<file path="src/verilog/ppd_pkg.sv">
package ppd_pkg;

    // register offsets (byte addresses, one word each)
    localparam logic [11:0] PPD_CTRL_OFF     = 12'h000;
    localparam logic [11:0] PPD_FBVAL_OFF    = 12'h004;
    localparam logic [11:0] PPD_STATUS_OFF   = 12'h008;
    localparam logic [11:0] PPD_INT_STAT_OFF = 12'h00C;
    localparam logic [11:0] PPD_INT_MASK_OFF = 12'h010;

    // field positions
    localparam int PPD_CTRL_REFSEL_LSB = 0;
    localparam int PPD_CTRL_OFFSEL_BIT = 3;
    localparam int PPD_INT_LEAD_BIT    = 0;
    localparam int PPD_INT_LAG_BIT     = 1;
    localparam int PPD_INT_UNLOCK_BIT  = 2;

    // values after reset: open strap inputs read as ones
    localparam logic [2:0]  PPD_REFSEL_RST  = 3'h7;
    localparam logic        PPD_OFFSEL_RST  = 1'h1;
    localparam logic [13:0] PPD_FBVAL_RST   = 14'h3FFF;
    localparam logic [2:0]  PPD_INT_RST     = 3'h0;

    // divider constants
    localparam logic [14:0] PPD_TR_OFFSET   = 15'h0358;
    localparam logic [13:0] PPD_RATIO_0     = 14'h0008;
    localparam logic [13:0] PPD_RATIO_1     = 14'h0080;
    localparam logic [13:0] PPD_RATIO_2     = 14'h0100;
    localparam logic [13:0] PPD_RATIO_3     = 14'h0200;
    localparam logic [13:0] PPD_RATIO_4     = 14'h0400;
    localparam logic [13:0] PPD_RATIO_5     = 14'h0800;
    localparam logic [13:0] PPD_RATIO_6     = 14'h096A;
    localparam logic [13:0] PPD_RATIO_7     = 14'h2000;

    // timing
    localparam int PPD_CLK_PERIOD_NS = 20;
    localparam int PPD_MIN_PULSE_NS  = 60;
    localparam int PPD_MIN_PULSE_INT =
        (PPD_MIN_PULSE_NS + PPD_CLK_PERIOD_NS - 1) / PPD_CLK_PERIOD_NS;
    localparam logic [3:0] PPD_MIN_PULSE_CYC = PPD_MIN_PULSE_INT[3:0];

    // detector states, gray along idle -> one side -> both; both -> idle flips two bits
    typedef enum logic [1:0] {
        PPD_IDLE   = 2'h0,
        PPD_REF_UP = 2'h1,
        PPD_BOTH   = 2'h3,
        PPD_FB_DN  = 2'h2
    } ppd_pfd_e_t;

    typedef struct packed {
        logic        offset_select;
        logic [2:0]  ref_select;
    } ppd_ctrl_t;

    typedef struct packed {
        logic [1:0]  ref_sync;
        logic        ref_prev;
        logic [1:0]  fb_sync;
        logic        fb_prev;
        logic [13:0] ref_cnt;
        logic [14:0] fb_cnt;
        logic        fb_out;
        ppd_pfd_e_t  pfd;
        logic [3:0]  min_cnt;
        logic        ref_low;
        logic        fb_low;
        logic        lock;
        ppd_ctrl_t   ctrl;
        logic [13:0] fb_value;
        logic [2:0]  int_stat;
        logic [2:0]  int_mask;
        logic [31:0] rdata;
        logic        slverr;
    } ppd_state_t;

endpackage : ppd_pkg

</file>
<file path="src/verilog/ppd_synth_core.sv">
//Contract
// Reference divider ratio follows the three-bit select: 8,128,256,512,1024,2048,2410,8192.
// Feedback divider reloads the programmed value on reaching zero and keeps counting.
// Feedback value is a 14-bit word, bit 0 least significant.
// Software programs a feedback ratio between 3 and 16383.
// Offset select low adds 856 to the feedback value; high adds nothing.
// Divide-value and reference select bits read as one when not programmed.
// Single-ended output: low when feedback leads, high when lagging, else undriven.
// Feedback leading or faster: feedback-side output pulses low, reference side high.
// Feedback lagging or slower: reference-side output pulses low, feedback side high.
// In lock both double-ended outputs pulse low together for a minimum width.
// Divided feedback signal fed to the detector is also driven out.
// Lock indicator high while in lock, pulses low when out of lock.
// Dividers step on rising edges of their own input clocks.
// Detector compares divider output edges and pulses for the time between them.
//
// The register offsets and register access over APB were chosen for this implementation.
module ppd_synth_core
    import ppd_pkg::*;
(
    // clock and reset
    input  wire logic        pclk,
    input  wire logic        presetn,
    // apb slave
    input  wire logic        psel,
    input  wire logic        penable,
    input  wire logic        pwrite,
    input  wire logic [11:0] paddr,
    input  wire logic [31:0] pwdata,
    output logic [31:0]      prdata,
    output logic             pready,
    output logic             pslverr,
    // synthesizer pins
    input  wire logic        reference_osc_in,
    input  wire logic        freq_in,
    output logic             single_ended_error_out,
    output logic             single_ended_error_oe_n,
    output logic             ref_side_error_n,
    output logic             fb_side_error_n,
    output logic             divided_feedback_out,
    output logic             lock_indicator,
    // interrupt
    output logic             irq
);

    ppd_state_t st;
    ppd_state_t next_st;

    logic        ref_edge;
    logic        fb_edge;
    logic        ref_evt;
    logic        fb_evt;
    logic [14:0] fb_total;
    logic        setup_phase;
    logic        wr_access;
    logic [31:0] rd_word;
    logic        rd_hit;

    function automatic logic [13:0] ref_ratio(input logic [2:0] sel);
        case (sel)
            3'h0:    ref_ratio = PPD_RATIO_0;
            3'h1:    ref_ratio = PPD_RATIO_1;
            3'h2:    ref_ratio = PPD_RATIO_2;
            3'h3:    ref_ratio = PPD_RATIO_3;
            3'h4:    ref_ratio = PPD_RATIO_4;
            3'h5:    ref_ratio = PPD_RATIO_5;
            3'h6:    ref_ratio = PPD_RATIO_6;
            default: ref_ratio = PPD_RATIO_7;
        endcase
    endfunction : ref_ratio

    function automatic logic addr_hit(input logic [11:0] a);
        addr_hit = (a == PPD_CTRL_OFF) || (a == PPD_FBVAL_OFF) ||
                   (a == PPD_STATUS_OFF) || (a == PPD_INT_STAT_OFF) ||
                   (a == PPD_INT_MASK_OFF);
    endfunction : addr_hit

    // both pin inputs cross into pclk through two flops first
    assign ref_edge = st.ref_sync[1] & ~st.ref_prev;
    assign fb_edge  = st.fb_sync[1] & ~st.fb_prev;

    // divider terminal events feed the detector
    assign ref_evt = ref_edge && (st.ref_cnt <= 14'h0001);
    assign fb_evt  = fb_edge && (st.fb_cnt <= 15'h0001);

    always_comb begin
        fb_total = {1'b0, st.fb_value};
        if (!st.ctrl.offset_select) begin
            fb_total = fb_total + PPD_TR_OFFSET;
        end
    end

    assign setup_phase = psel && !penable;
    assign wr_access   = psel && penable && pwrite && addr_hit(paddr);
    assign rd_hit      = addr_hit(paddr);

    always_comb begin
        rd_word = 32'h0000_0000;
        case (paddr)
            PPD_CTRL_OFF: begin
                rd_word[PPD_CTRL_OFFSEL_BIT] = st.ctrl.offset_select;
                rd_word[PPD_CTRL_REFSEL_LSB +: 3] = st.ctrl.ref_select;
            end
            PPD_FBVAL_OFF: begin
                rd_word[13:0] = st.fb_value;
            end
            PPD_STATUS_OFF: begin
                rd_word[0]   = st.lock;
                rd_word[2:1] = st.pfd;
                rd_word[3]   = st.fb_out;
            end
            PPD_INT_STAT_OFF: begin
                rd_word[2:0] = st.int_stat;
            end
            PPD_INT_MASK_OFF: begin
                rd_word[2:0] = st.int_mask;
            end
            default: begin
                rd_word = 32'h0000_0000;
            end
        endcase
    end

    always_comb begin
        next_st = st;

        next_st.ref_sync = {st.ref_sync[0], reference_osc_in};
        next_st.ref_prev = st.ref_sync[1];
        next_st.fb_sync  = {st.fb_sync[0], freq_in};
        next_st.fb_prev  = st.fb_sync[1];

        // reference divider; a select change takes hold at the next wrap
        if (ref_edge) begin
            if (st.ref_cnt <= 14'h0001) begin
                next_st.ref_cnt = ref_ratio(st.ctrl.ref_select);
            end else begin
                next_st.ref_cnt = st.ref_cnt - 14'h0001;
            end
        end

        // feedback divider picks up the current value at every reload
        if (fb_edge) begin
            if (st.fb_cnt <= 15'h0001) begin
                next_st.fb_cnt = fb_total;
            end else begin
                next_st.fb_cnt = st.fb_cnt - 15'h0001;
            end
        end
        next_st.fb_out = (next_st.fb_cnt > (fb_total >> 1));

        // phase/frequency detector on the divider edges
        case (st.pfd)
            PPD_IDLE: begin
                if (ref_evt && fb_evt) begin
                    next_st.pfd     = PPD_BOTH;
                    next_st.min_cnt = PPD_MIN_PULSE_CYC;
                end else if (ref_evt) begin
                    next_st.pfd = PPD_REF_UP;
                end else if (fb_evt) begin
                    next_st.pfd = PPD_FB_DN;
                end
            end
            PPD_REF_UP: begin
                if (fb_evt) begin
                    next_st.pfd     = PPD_BOTH;
                    next_st.min_cnt = PPD_MIN_PULSE_CYC;
                end
            end
            PPD_FB_DN: begin
                if (ref_evt) begin
                    next_st.pfd     = PPD_BOTH;
                    next_st.min_cnt = PPD_MIN_PULSE_CYC;
                end
            end
            PPD_BOTH: begin
                // edges inside the reset window are dropped; window is a few pclk only
                if (st.min_cnt <= 4'h1) begin
                    next_st.pfd     = PPD_IDLE;
                    next_st.min_cnt = 4'h0;
                end else begin
                    next_st.min_cnt = st.min_cnt - 4'h1;
                end
            end
            default: begin
                next_st.pfd = PPD_IDLE;
            end
        endcase

        next_st.fb_low  = (next_st.pfd == PPD_FB_DN) ||
                          (next_st.pfd == PPD_BOTH);
        next_st.ref_low = (next_st.pfd == PPD_REF_UP) ||
                          (next_st.pfd == PPD_BOTH);
        next_st.lock    = !((next_st.pfd == PPD_FB_DN) ||
                            (next_st.pfd == PPD_REF_UP));

        // register writes
        if (wr_access) begin
            case (paddr)
                PPD_CTRL_OFF: begin
                    next_st.ctrl.ref_select    = pwdata[PPD_CTRL_REFSEL_LSB +: 3];
                    next_st.ctrl.offset_select = pwdata[PPD_CTRL_OFFSEL_BIT];
                end
                PPD_FBVAL_OFF: begin
                    next_st.fb_value = pwdata[13:0];
                end
                PPD_INT_STAT_OFF: begin
                    next_st.int_stat = st.int_stat & ~pwdata[2:0];
                end
                PPD_INT_MASK_OFF: begin
                    next_st.int_mask = pwdata[2:0];
                end
                default: begin
                    next_st.int_mask = st.int_mask;
                end
            endcase
        end

        // sticky events, applied after the clear so a new event wins
        if ((st.pfd == PPD_IDLE) && !ref_evt && fb_evt) begin
            next_st.int_stat[PPD_INT_LEAD_BIT] = 1'b1;
        end
        if ((st.pfd == PPD_IDLE) && ref_evt && !fb_evt) begin
            next_st.int_stat[PPD_INT_LAG_BIT] = 1'b1;
        end
        if (st.lock && !next_st.lock) begin
            next_st.int_stat[PPD_INT_UNLOCK_BIT] = 1'b1;
        end

        // read data captured in setup so access completes with no wait
        if (setup_phase) begin
            next_st.rdata  = rd_word;
            next_st.slverr = !rd_hit;
        end
    end

    always_ff @(posedge pclk or negedge presetn) begin
        if (!presetn) begin
            st                    <= '0;
            st.pfd                <= PPD_IDLE;
            st.lock               <= 1'b1;
            st.ctrl.ref_select    <= PPD_REFSEL_RST;
            st.ctrl.offset_select <= PPD_OFFSEL_RST;
            st.fb_value           <= PPD_FBVAL_RST;
            st.int_stat           <= PPD_INT_RST;
            st.int_mask           <= PPD_INT_RST;
        end else begin
            st <= next_st;
        end
    end

    // apb answer
    assign pready  = 1'b1;
    assign prdata  = st.rdata;
    assign pslverr = psel && penable && st.slverr;

    // detector pins
    assign fb_side_error_n  = !st.fb_low;
    assign ref_side_error_n = !st.ref_low;

    always_comb begin
        single_ended_error_out  = 1'b0;
        single_ended_error_oe_n = 1'b1;
        if (st.fb_low && !st.ref_low) begin
            single_ended_error_out  = 1'b0;
            single_ended_error_oe_n = 1'b0;
        end else if (st.ref_low && !st.fb_low) begin
            single_ended_error_out  = 1'b1;
            single_ended_error_oe_n = 1'b0;
        end
    end

    assign divided_feedback_out = st.fb_out;
    assign lock_indicator       = st.lock;
    assign irq                  = |(st.int_stat & st.int_mask);

endmodule : ppd_synth_core
</file>
<file path="config.mk">
export PLATFORM = sky130hd
export DESIGN_NAME = ppd_synth_core
export DESIGN_NICKNAME = d
export VERILOG_FILES = /design/src/verilog/ppd_pkg.sv /design/src/verilog/ppd_synth_core.sv
export SDC_FILE = /design/constraint.sdc
export NUM_CORES = 1
export LEC_CHECK = 0
export ABC_CLOCK_PERIOD_IN_PS = 3820
export BUFFER_PORTS_ARGS = -buffer_cell sky130_fd_sc_hd__buf_2
export CAP_MARGIN = 20
export CORE_MARGIN = 3
export CORE_UTILIZATION = 30
export DETAILED_ROUTE_END_ITERATION = 8
export HOLD_SLACK_MARGIN = 0.15
export PLACE_DENSITY = 0.55
export SETUP_SLACK_MARGIN = 0.1
export SLEW_MARGIN = 20
export SYNTH_ARGS = -nofsm -noshare
export SYNTH_HDL_FRONTEND = slang
export SYNTH_SLANG_ARGS = --single-unit
</file>
<file path="constraint.sdc">
create_clock -name pclk -period 3.82 [get_ports pclk]
set_input_delay 0.382 -clock pclk [delete_from_list [all_inputs] [get_ports pclk]]
set_output_delay 0.382 -clock pclk [all_outputs]
set_load 0.05 [all_outputs]
</file>
==> results.md, run 1 <==
- Total gr overflow: 0
- Residual DRC: 0
- Internal power: around 1.9 mW
- Synth Area in XOR/XNOR: around 2.1%
- Cells along the critical path: or4_4 -> or3_1 -> nor2_4 -> buf_4 -> buf_4 -> o21ai_0 -> a2bb2oi_1 -> ha_1 -> a21o_1 -> a21oi_1 -> a21boi_1 -> nor3_1 -> o32ai_1
- Maximum fanout along the worst path: 8
- FMAX: approximately 290 MHz
- Critical Path Max Stage Delay: roughly 570 ps
- Placed cell count: 757
- RSZ-0062 raised after global routing: no
- Antenna cells: 0
- Synth Instances: around 500
- Sequential power share: a little over two fifths
- Total core area: 16100 um^2
- Fin cells: roughly 800
- Post-DP HPWL: approximately 8.7 mm
- Area Growth Syn to Fin: 14.0%
- Worst IR Drop VDD: between 0.2 and 0.25 mV
- Antenna Nets Post-Route: 0
- Worst path bufs/invs: 2
- CP max-delay cell: or4_4
- Std cell rows: between 40 and 50
- Min-delay worst type: primary input to async pin
- CTS clk-pin slew, worst paths: approximately 60 ps
- Compound-cell area share of the yosys netlist: 18.7%
- Die X: 135 um
- Clk root buf: clkbuf_16
- Post-synth ARST share: between 90% and 100%
- DR vias/cell: about 5.1
- Layout cells sized above 1: roughly 25%
- Synth Warn #: 0
- Final hold vios: 0
- Max-cap viol count: 0
- First-pass GRT wire length: around 20 mm
- Die span in y: between 100 and 150 um
- Final Critical Period: 3480 ps
- Slew margin rel.: 43.3%
- Sw frac: between 30% and 40%
- Cell Pwr Density: a little over 500 nW/um^2
- Seq/Total Area, Yosys: 41.9%
- Delay-heaviest family, CP: simple AND/OR/NAND/NOR gates
- Post-Synth Simple-Gate Area: 16.4%
- GPL Wtd Cong: about 0.9
- Critical path required time: 4030 ps
- Total Die Area: 18300 um^2
- Fin Setup TNS: 0 ps
- Tot GR Track Use: between 10% and 20%
- Post-Synth Adder-Cell Area: about 6%
- CP Launch Type: register
- Final WL: ~12 mm
- Final nets: between 600 and 700
- Crit path DAT: 3690 ps
- Crit path kind: register to register
- Netlist cell types: 72
- Mapped Area: between 5000 and 6000 um^2
- Switch Pwr: around 1.0 mW
- Crit-path most repeated cell: buf_4
- Initial core utilization: a little under a third
- Port Buffers: 54
- Initial drt markers: between 200 and 250
- Clk pwr share: 30.7%
- Outcome: complete, no violations
- Slew Limit Fails: 0
- Seq cells post-synth: 83
- Part of the cycle the worst path needs: between 90% and 100%
- Vias in the first global route: ~4.0k
- Mapped Avg Cell Area: just under 10 um^2
- Multiplexer share of the synthesized area: under 10%
- Flop-to-flop setup slack: 340 ps
- Pre-CTS setup slack: roughly 250 ps
- CP Capture Type: register
- Routed length per instance: roughly 15 um
- # setup viols final: 0
- Core Util, Final: 35.4%
- Fin Hold WS: ~86 ps
- Clk Latency, worst-skew pair: 330 ps
- CTS Buffer Depth: 2
- CTS H-tree depth: 3
- Comb pwr share: a little over a quarter
- CTS tree: done
- First-pass detailed-route iteration total: 4
- Static leakage power: about 2.5 nW
- Top Ports: 92
- Post-synth EDFFs: 0
- Final worst slack: roughly 340 ps
- Final clock skew: about 7.1 ps
- DR vias: 3933
- Cts bufs inserted: 9
- Initial antenna violation count: 0
- Largest net degree at the start of global routing: 84
- # clock sinks: 83
- Largest family of logic cells by synthesized area: compound AO/OA/AOI/OAI gates
- Slew @ Worst Pin: 848 ps
- Synth Flop Type: dfrtp_1
layout by cell type (no fill, tap or decap), types with 12 or more instances in the layout:
| cell | count |
|---|---|
| dfstp_2 | 19 |
| buf_2 | 53 |
| nand2_1 | 32 |
| conb_1 | 19 |
| dfrtp_1 | 64 |
| nor3_1 | 21 |
| o21ai_0 | 40 |
| buf_4 | 14 |
| a21oi_1 | 29 |
| inv_1 | 27 |
| nor2_1 | 24 |
| ha_1 | 24 |
| nand3_1 | 12 |
| mux2_2 | 16 |
synthesized netlist by cell type (all sizes together), types with 5 or more instances:
master	count	area (um^2)
xor2	6	52.6
nand3	12	60.1
clkbuf	16	60.1
o22a	7	61.3
or3	8	50.1
ha	24	300
a22o	11	96.3
a22oi	7	52.6
and3	5	31.3
nor4	7	65.1
a21oi	29	145
xnor2	6	52.6
mux2	16	180
o21ai	41	205
nor3	25	146
nand2b	5	31.3
nand2	32	120
buf	39	290
dfstp	19	499
or4	6	50.1
nor2	25	101
dfrtp	64	1600
inv	27	101
nand4	5	31.3
a21o	5	37.5
metal layers:
metal | global-route usage, % | vias up | share of wire [%]
met5 | 0 | - | 0
met4 | 3.64 | 0 | 1.0
met3 | 3.01 | 10 | 3.8
met2 | 23.3 | 70 | 49
met1 | 17.0 | 1942 | 46
li1 | - | 1911 | -
area by class of cell:
cell class              count  area, um^2
flip-flops and latches     83        2100
clock buffers              12         256
clock inverters             4        48.8
multi-input cells         366        2530
repair buffers             70         402
inverters                  27         101
fillers                  1645       10400
well taps                 216         270
sequential cells by signal, indices dropped and copies added, names as in the netlist:
signal and cells:
lock_indicator 1, divided_feedback_out 1, next_st 4, st 63
prdata 14
final timing paths:
check | startpoint | endpoint | cells after the start
worst max-delay path | st[76] | divided_feedback_out | 13
worst min-delay path | presetn | st[82] | 1
worst max register to register | st[76] | divided_feedback_out | 13
worst min register to register | next_st[101] | next_st[99] | 0
max in group asynchronous | presetn | st[79] | 1
min in group pclk | pwdata[12] | st[51] | 3
power by group through the flow:
stage / clock (mW) / combinational [mW] / sequential [mW]
final: 0.892 / 0.789 / 1.22
after global routing: 0.963 / 0.890 / 1.25
after CTS: 0.925 / 0.789 / 1.22
after detailed placement: 0 / 0.784 / 1.23
after global placement: 0 / 0.765 / 1.22
after floorplan: 0 / 0.617 / 1.19
metrics by stage:
step | area, um^2 | total power, mW
after floorplan | 5080 | 1.81
after global placement | 5340 | 1.99
after detailed placement | 5340 | 2.01
after CTS | 5670 | 2.93
after global routing | 5710 | 3.10
final | 5710 | 2.90
cells by family (layout without fill, tap and decap cells):
| kind of cell | Yosys count | in the layout |
|---|---|---|
| simple gates | 149 | 149 |
| compound gates | 140 | 140 |
| flops | 83 | 83 |
| buf+inv | 83 | 113 |
| fa+ha+maj | 24 | 24 |
| mux | 22 | 22 |
| xor+xnor | 12 | 12 |
| other cells | 2 | 19 |
timing repair:
| item | CTS | global route |
|---|---|---|
| resized for setup | 0 | 5 |
| hold buffers | 2 | 0 |
| endpoints found under the setup margin | 0 | 1 |
| setup buffers | 0 | 3 |
| endpoints found under the hold margin | 2 | 0 |
Note: power is estimated with default switching activity, not from simulation.
==> run 2: changes to the inputs <==
--- a/config.mk
+++ b/config.mk
@@ -9,10 +9,10 @@
 export BUFFER_PORTS_ARGS = -buffer_cell sky130_fd_sc_hd__buf_2
 export CAP_MARGIN = 20
 export CORE_MARGIN = 3
-export CORE_UTILIZATION = 30
+export CORE_UTILIZATION = 56
 export DETAILED_ROUTE_END_ITERATION = 8
 export HOLD_SLACK_MARGIN = 0.15
-export PLACE_DENSITY = 0.55
+export PLACE_DENSITY = 0.87
 export SETUP_SLACK_MARGIN = 0.1
 export SLEW_MARGIN = 20
 export SYNTH_ARGS = -nofsm -noshare
==> run 2 against run 1 <==
- clock power fell by 23%
- critical path depth stayed put
- final cell count down 15%
- clock skew is 2.1 ps higher
- sequential power barely moved
- global-route usage rose by 9.4 points
- fmax fell by 2.3%
- combinational power hardly changed
- total power shrank 7.0%
- register-to-register slack worse by 80 ps
- critical path type unchanged
- highest routed layer is now met5
- non-clock buffer count down 6
==> results.md, run 2 (synthesized netlist as in run 1, its figures left out) <==
- Fin Hold WS: 230 ps
- Maximum fanout along the worst path: 7
- Fill cell count: 662
- Antenna Nets Post-Route: 0
- First-pass detailed-route iteration total: 4
- CTS Buffer Depth: 2
- Layout cells sized above 1: 23.4%
- R2r endpoint: divided_feedback_out
- Final nets: roughly 630
- Register Area: between 2000 and 2500 um^2
- DR vias: around 4k
- Post-DP HPWL: between 8 and 9 mm
- Slew Limit Fails: 0
- # setup viols final: 0
- CP Capture Type: register
- Outcome: complete, no violations
- DR vias/cell: roughly 6
- CTS tree: done
- Initial drt markers: 178
- Total gr overflow: 0
- Port Buffers: 54
- Part of the cycle the worst path needs: between 90 and 100%
- Worst IR Drop VDD: around 0.25 mV
- CTS clk-pin slew, worst paths: 90 ps
- Residual DRC: 0
- CTS H-tree depth: 3
- Routed length per instance: 16.9 um
- Final clock skew: 9.19 ps
- Most frequent cells in the layout: 64 x dfrtp_1, 53 x buf_2, 40 x o21ai_0
- Worst R2R Start: st[67]
- Crit path DAT: approximately 3800 ps
- Fin Setup TNS: 0 ps
- Vias in the first global route: 4009
- Reg with most FFs: st
- Cts bufs inserted: 9
- Top Ports: 92
- Std cell rows: 33
- Overall power: between 2 and 3 mW
- GPL Wtd Cong: around 0.92
- Initial antenna violation count: 1
- Total core area: ~8500 um^2
- Max-cap viol count: 0
- Flop-to-flop setup slack: 260 ps
- Clk Latency, worst-skew pair: about 360 ps
- CP Launch Type: register
- Antenna cells: 0
- CP startpoint: st[67]
- Area Growth Syn to Fin: 8.44%
- Setup crit end: divided_feedback_out
- Core Util, Final: between 60% and 70%
- Clk root buf: clkbuf_8
- Initial core utilization: ~59%
- Slew @ Worst Pin: about 820 ps
- Die X: around 100 um
- RSZ-0062 raised after global routing: no
- R2R cell count: 13
- Cell Pwr Density: 496 nW/um^2
- Critical path required time: slightly above 4000 ps
- Final WL: around 11 mm
- Slew margin rel.: 44.9%
- Min-delay worst type: primary input to register
- Static leakage power: between 2 and 2.5 nW
- FMAX: 281 MHz
- Final Critical Period: about 3600 ps
- Max reg flops: 63
- Tot GR Track Use: 22.9%
- Multi-input gate area: about 2500 um^2
- Die span in y: 101 um
- Crit path kind: register to register
- First-pass GRT wire length: 18.8 mm
- Largest net degree at the start of global routing: 84
- Final hold vios: 0
- # clock sinks: 83
- Most common cell after layout, fill and taps aside: dfrtp_1
- Total Die Area: 10100 um^2
[run 2: cell count changes in the layout (fill, tap and decap cells not counted), sizes merged]
cell / delta
buf: -7
clkbuf: -1
dlygate4sd3: +1
bufinv: +1
clkinvlp: +1
clkinv: -1
[run 2: metal layers]
layer	vias up	track usage, %	routed length, um
met2	141	40.9	5850
li1	1904	-	-
met3	24	4.78	714
met5	-	0	13
met1	1972	27.2	4400
met4	2	8.19	194
[run 2: repair_timing]
item / in CTS / in global routing
endpoints found under the setup margin: 0 / 1
buffers inserted: 0 / 4
endpoints found under the hold margin: 2 / 64
gates resized for setup: 0 / 4
hold buffers: 2 / 1
[run 2: worst min path at each step]
stage	endpoint	slack [ps]	cells past startpoint	startpoint
after floorplan	divided_feedback_out	90	0	presetn
after CTS	st[50]	210	3	pwdata[11]
final	st[50]	230	3	pwdata[11]
after detailed placement	next_st[99]	340	0	next_st[101]
after global routing	st[43]	240	3	pwdata[4]
after global placement	next_st[99]	330	0	next_st[101]
[run 2: power breakdown]
| part | switching (mW) | internal, mW |
|---|---|---|
| logic | 0.498 | 0.291 |
| clock network | 0.320 | 0.367 |
| registers | 0.191 | 1.03 |
| total | 1.01 | 1.69 |
[run 2: metrics by stage]
step	setup WS, ps	std cells	cell area, um^2
finish	257	661	5440
global route	99.2	661	5440
CTS	251	656	5370
detailed placement	267	638	5140
global placement	377	638	5140
floorplan	739	532	5080
[run 2: area by class of cell]
type | count | area share [%]
clock inverter | 5 | 1.43
tap | 105 | 2.42
clock buffer | 11 | 2.42
inverter | 27 | 1.86
sequential | 83 | 38.7
multi-input combinational | 366 | 46.6
timing repair buffer | 64 | 6.61
[run 2: worst max-delay path: stages (launching register included)]
cell      delay [ps]
dfrtp_1          460
inv_1             90
ha_1             180
or3b_2           540
or3_1            400
o32ai_1          280
a21oi_1          120
a221oi_2         260
ha_1             180
nand4_1          140
nor3_1           280
a21boi_0         300
nor3_1           120
o32ai_1          130
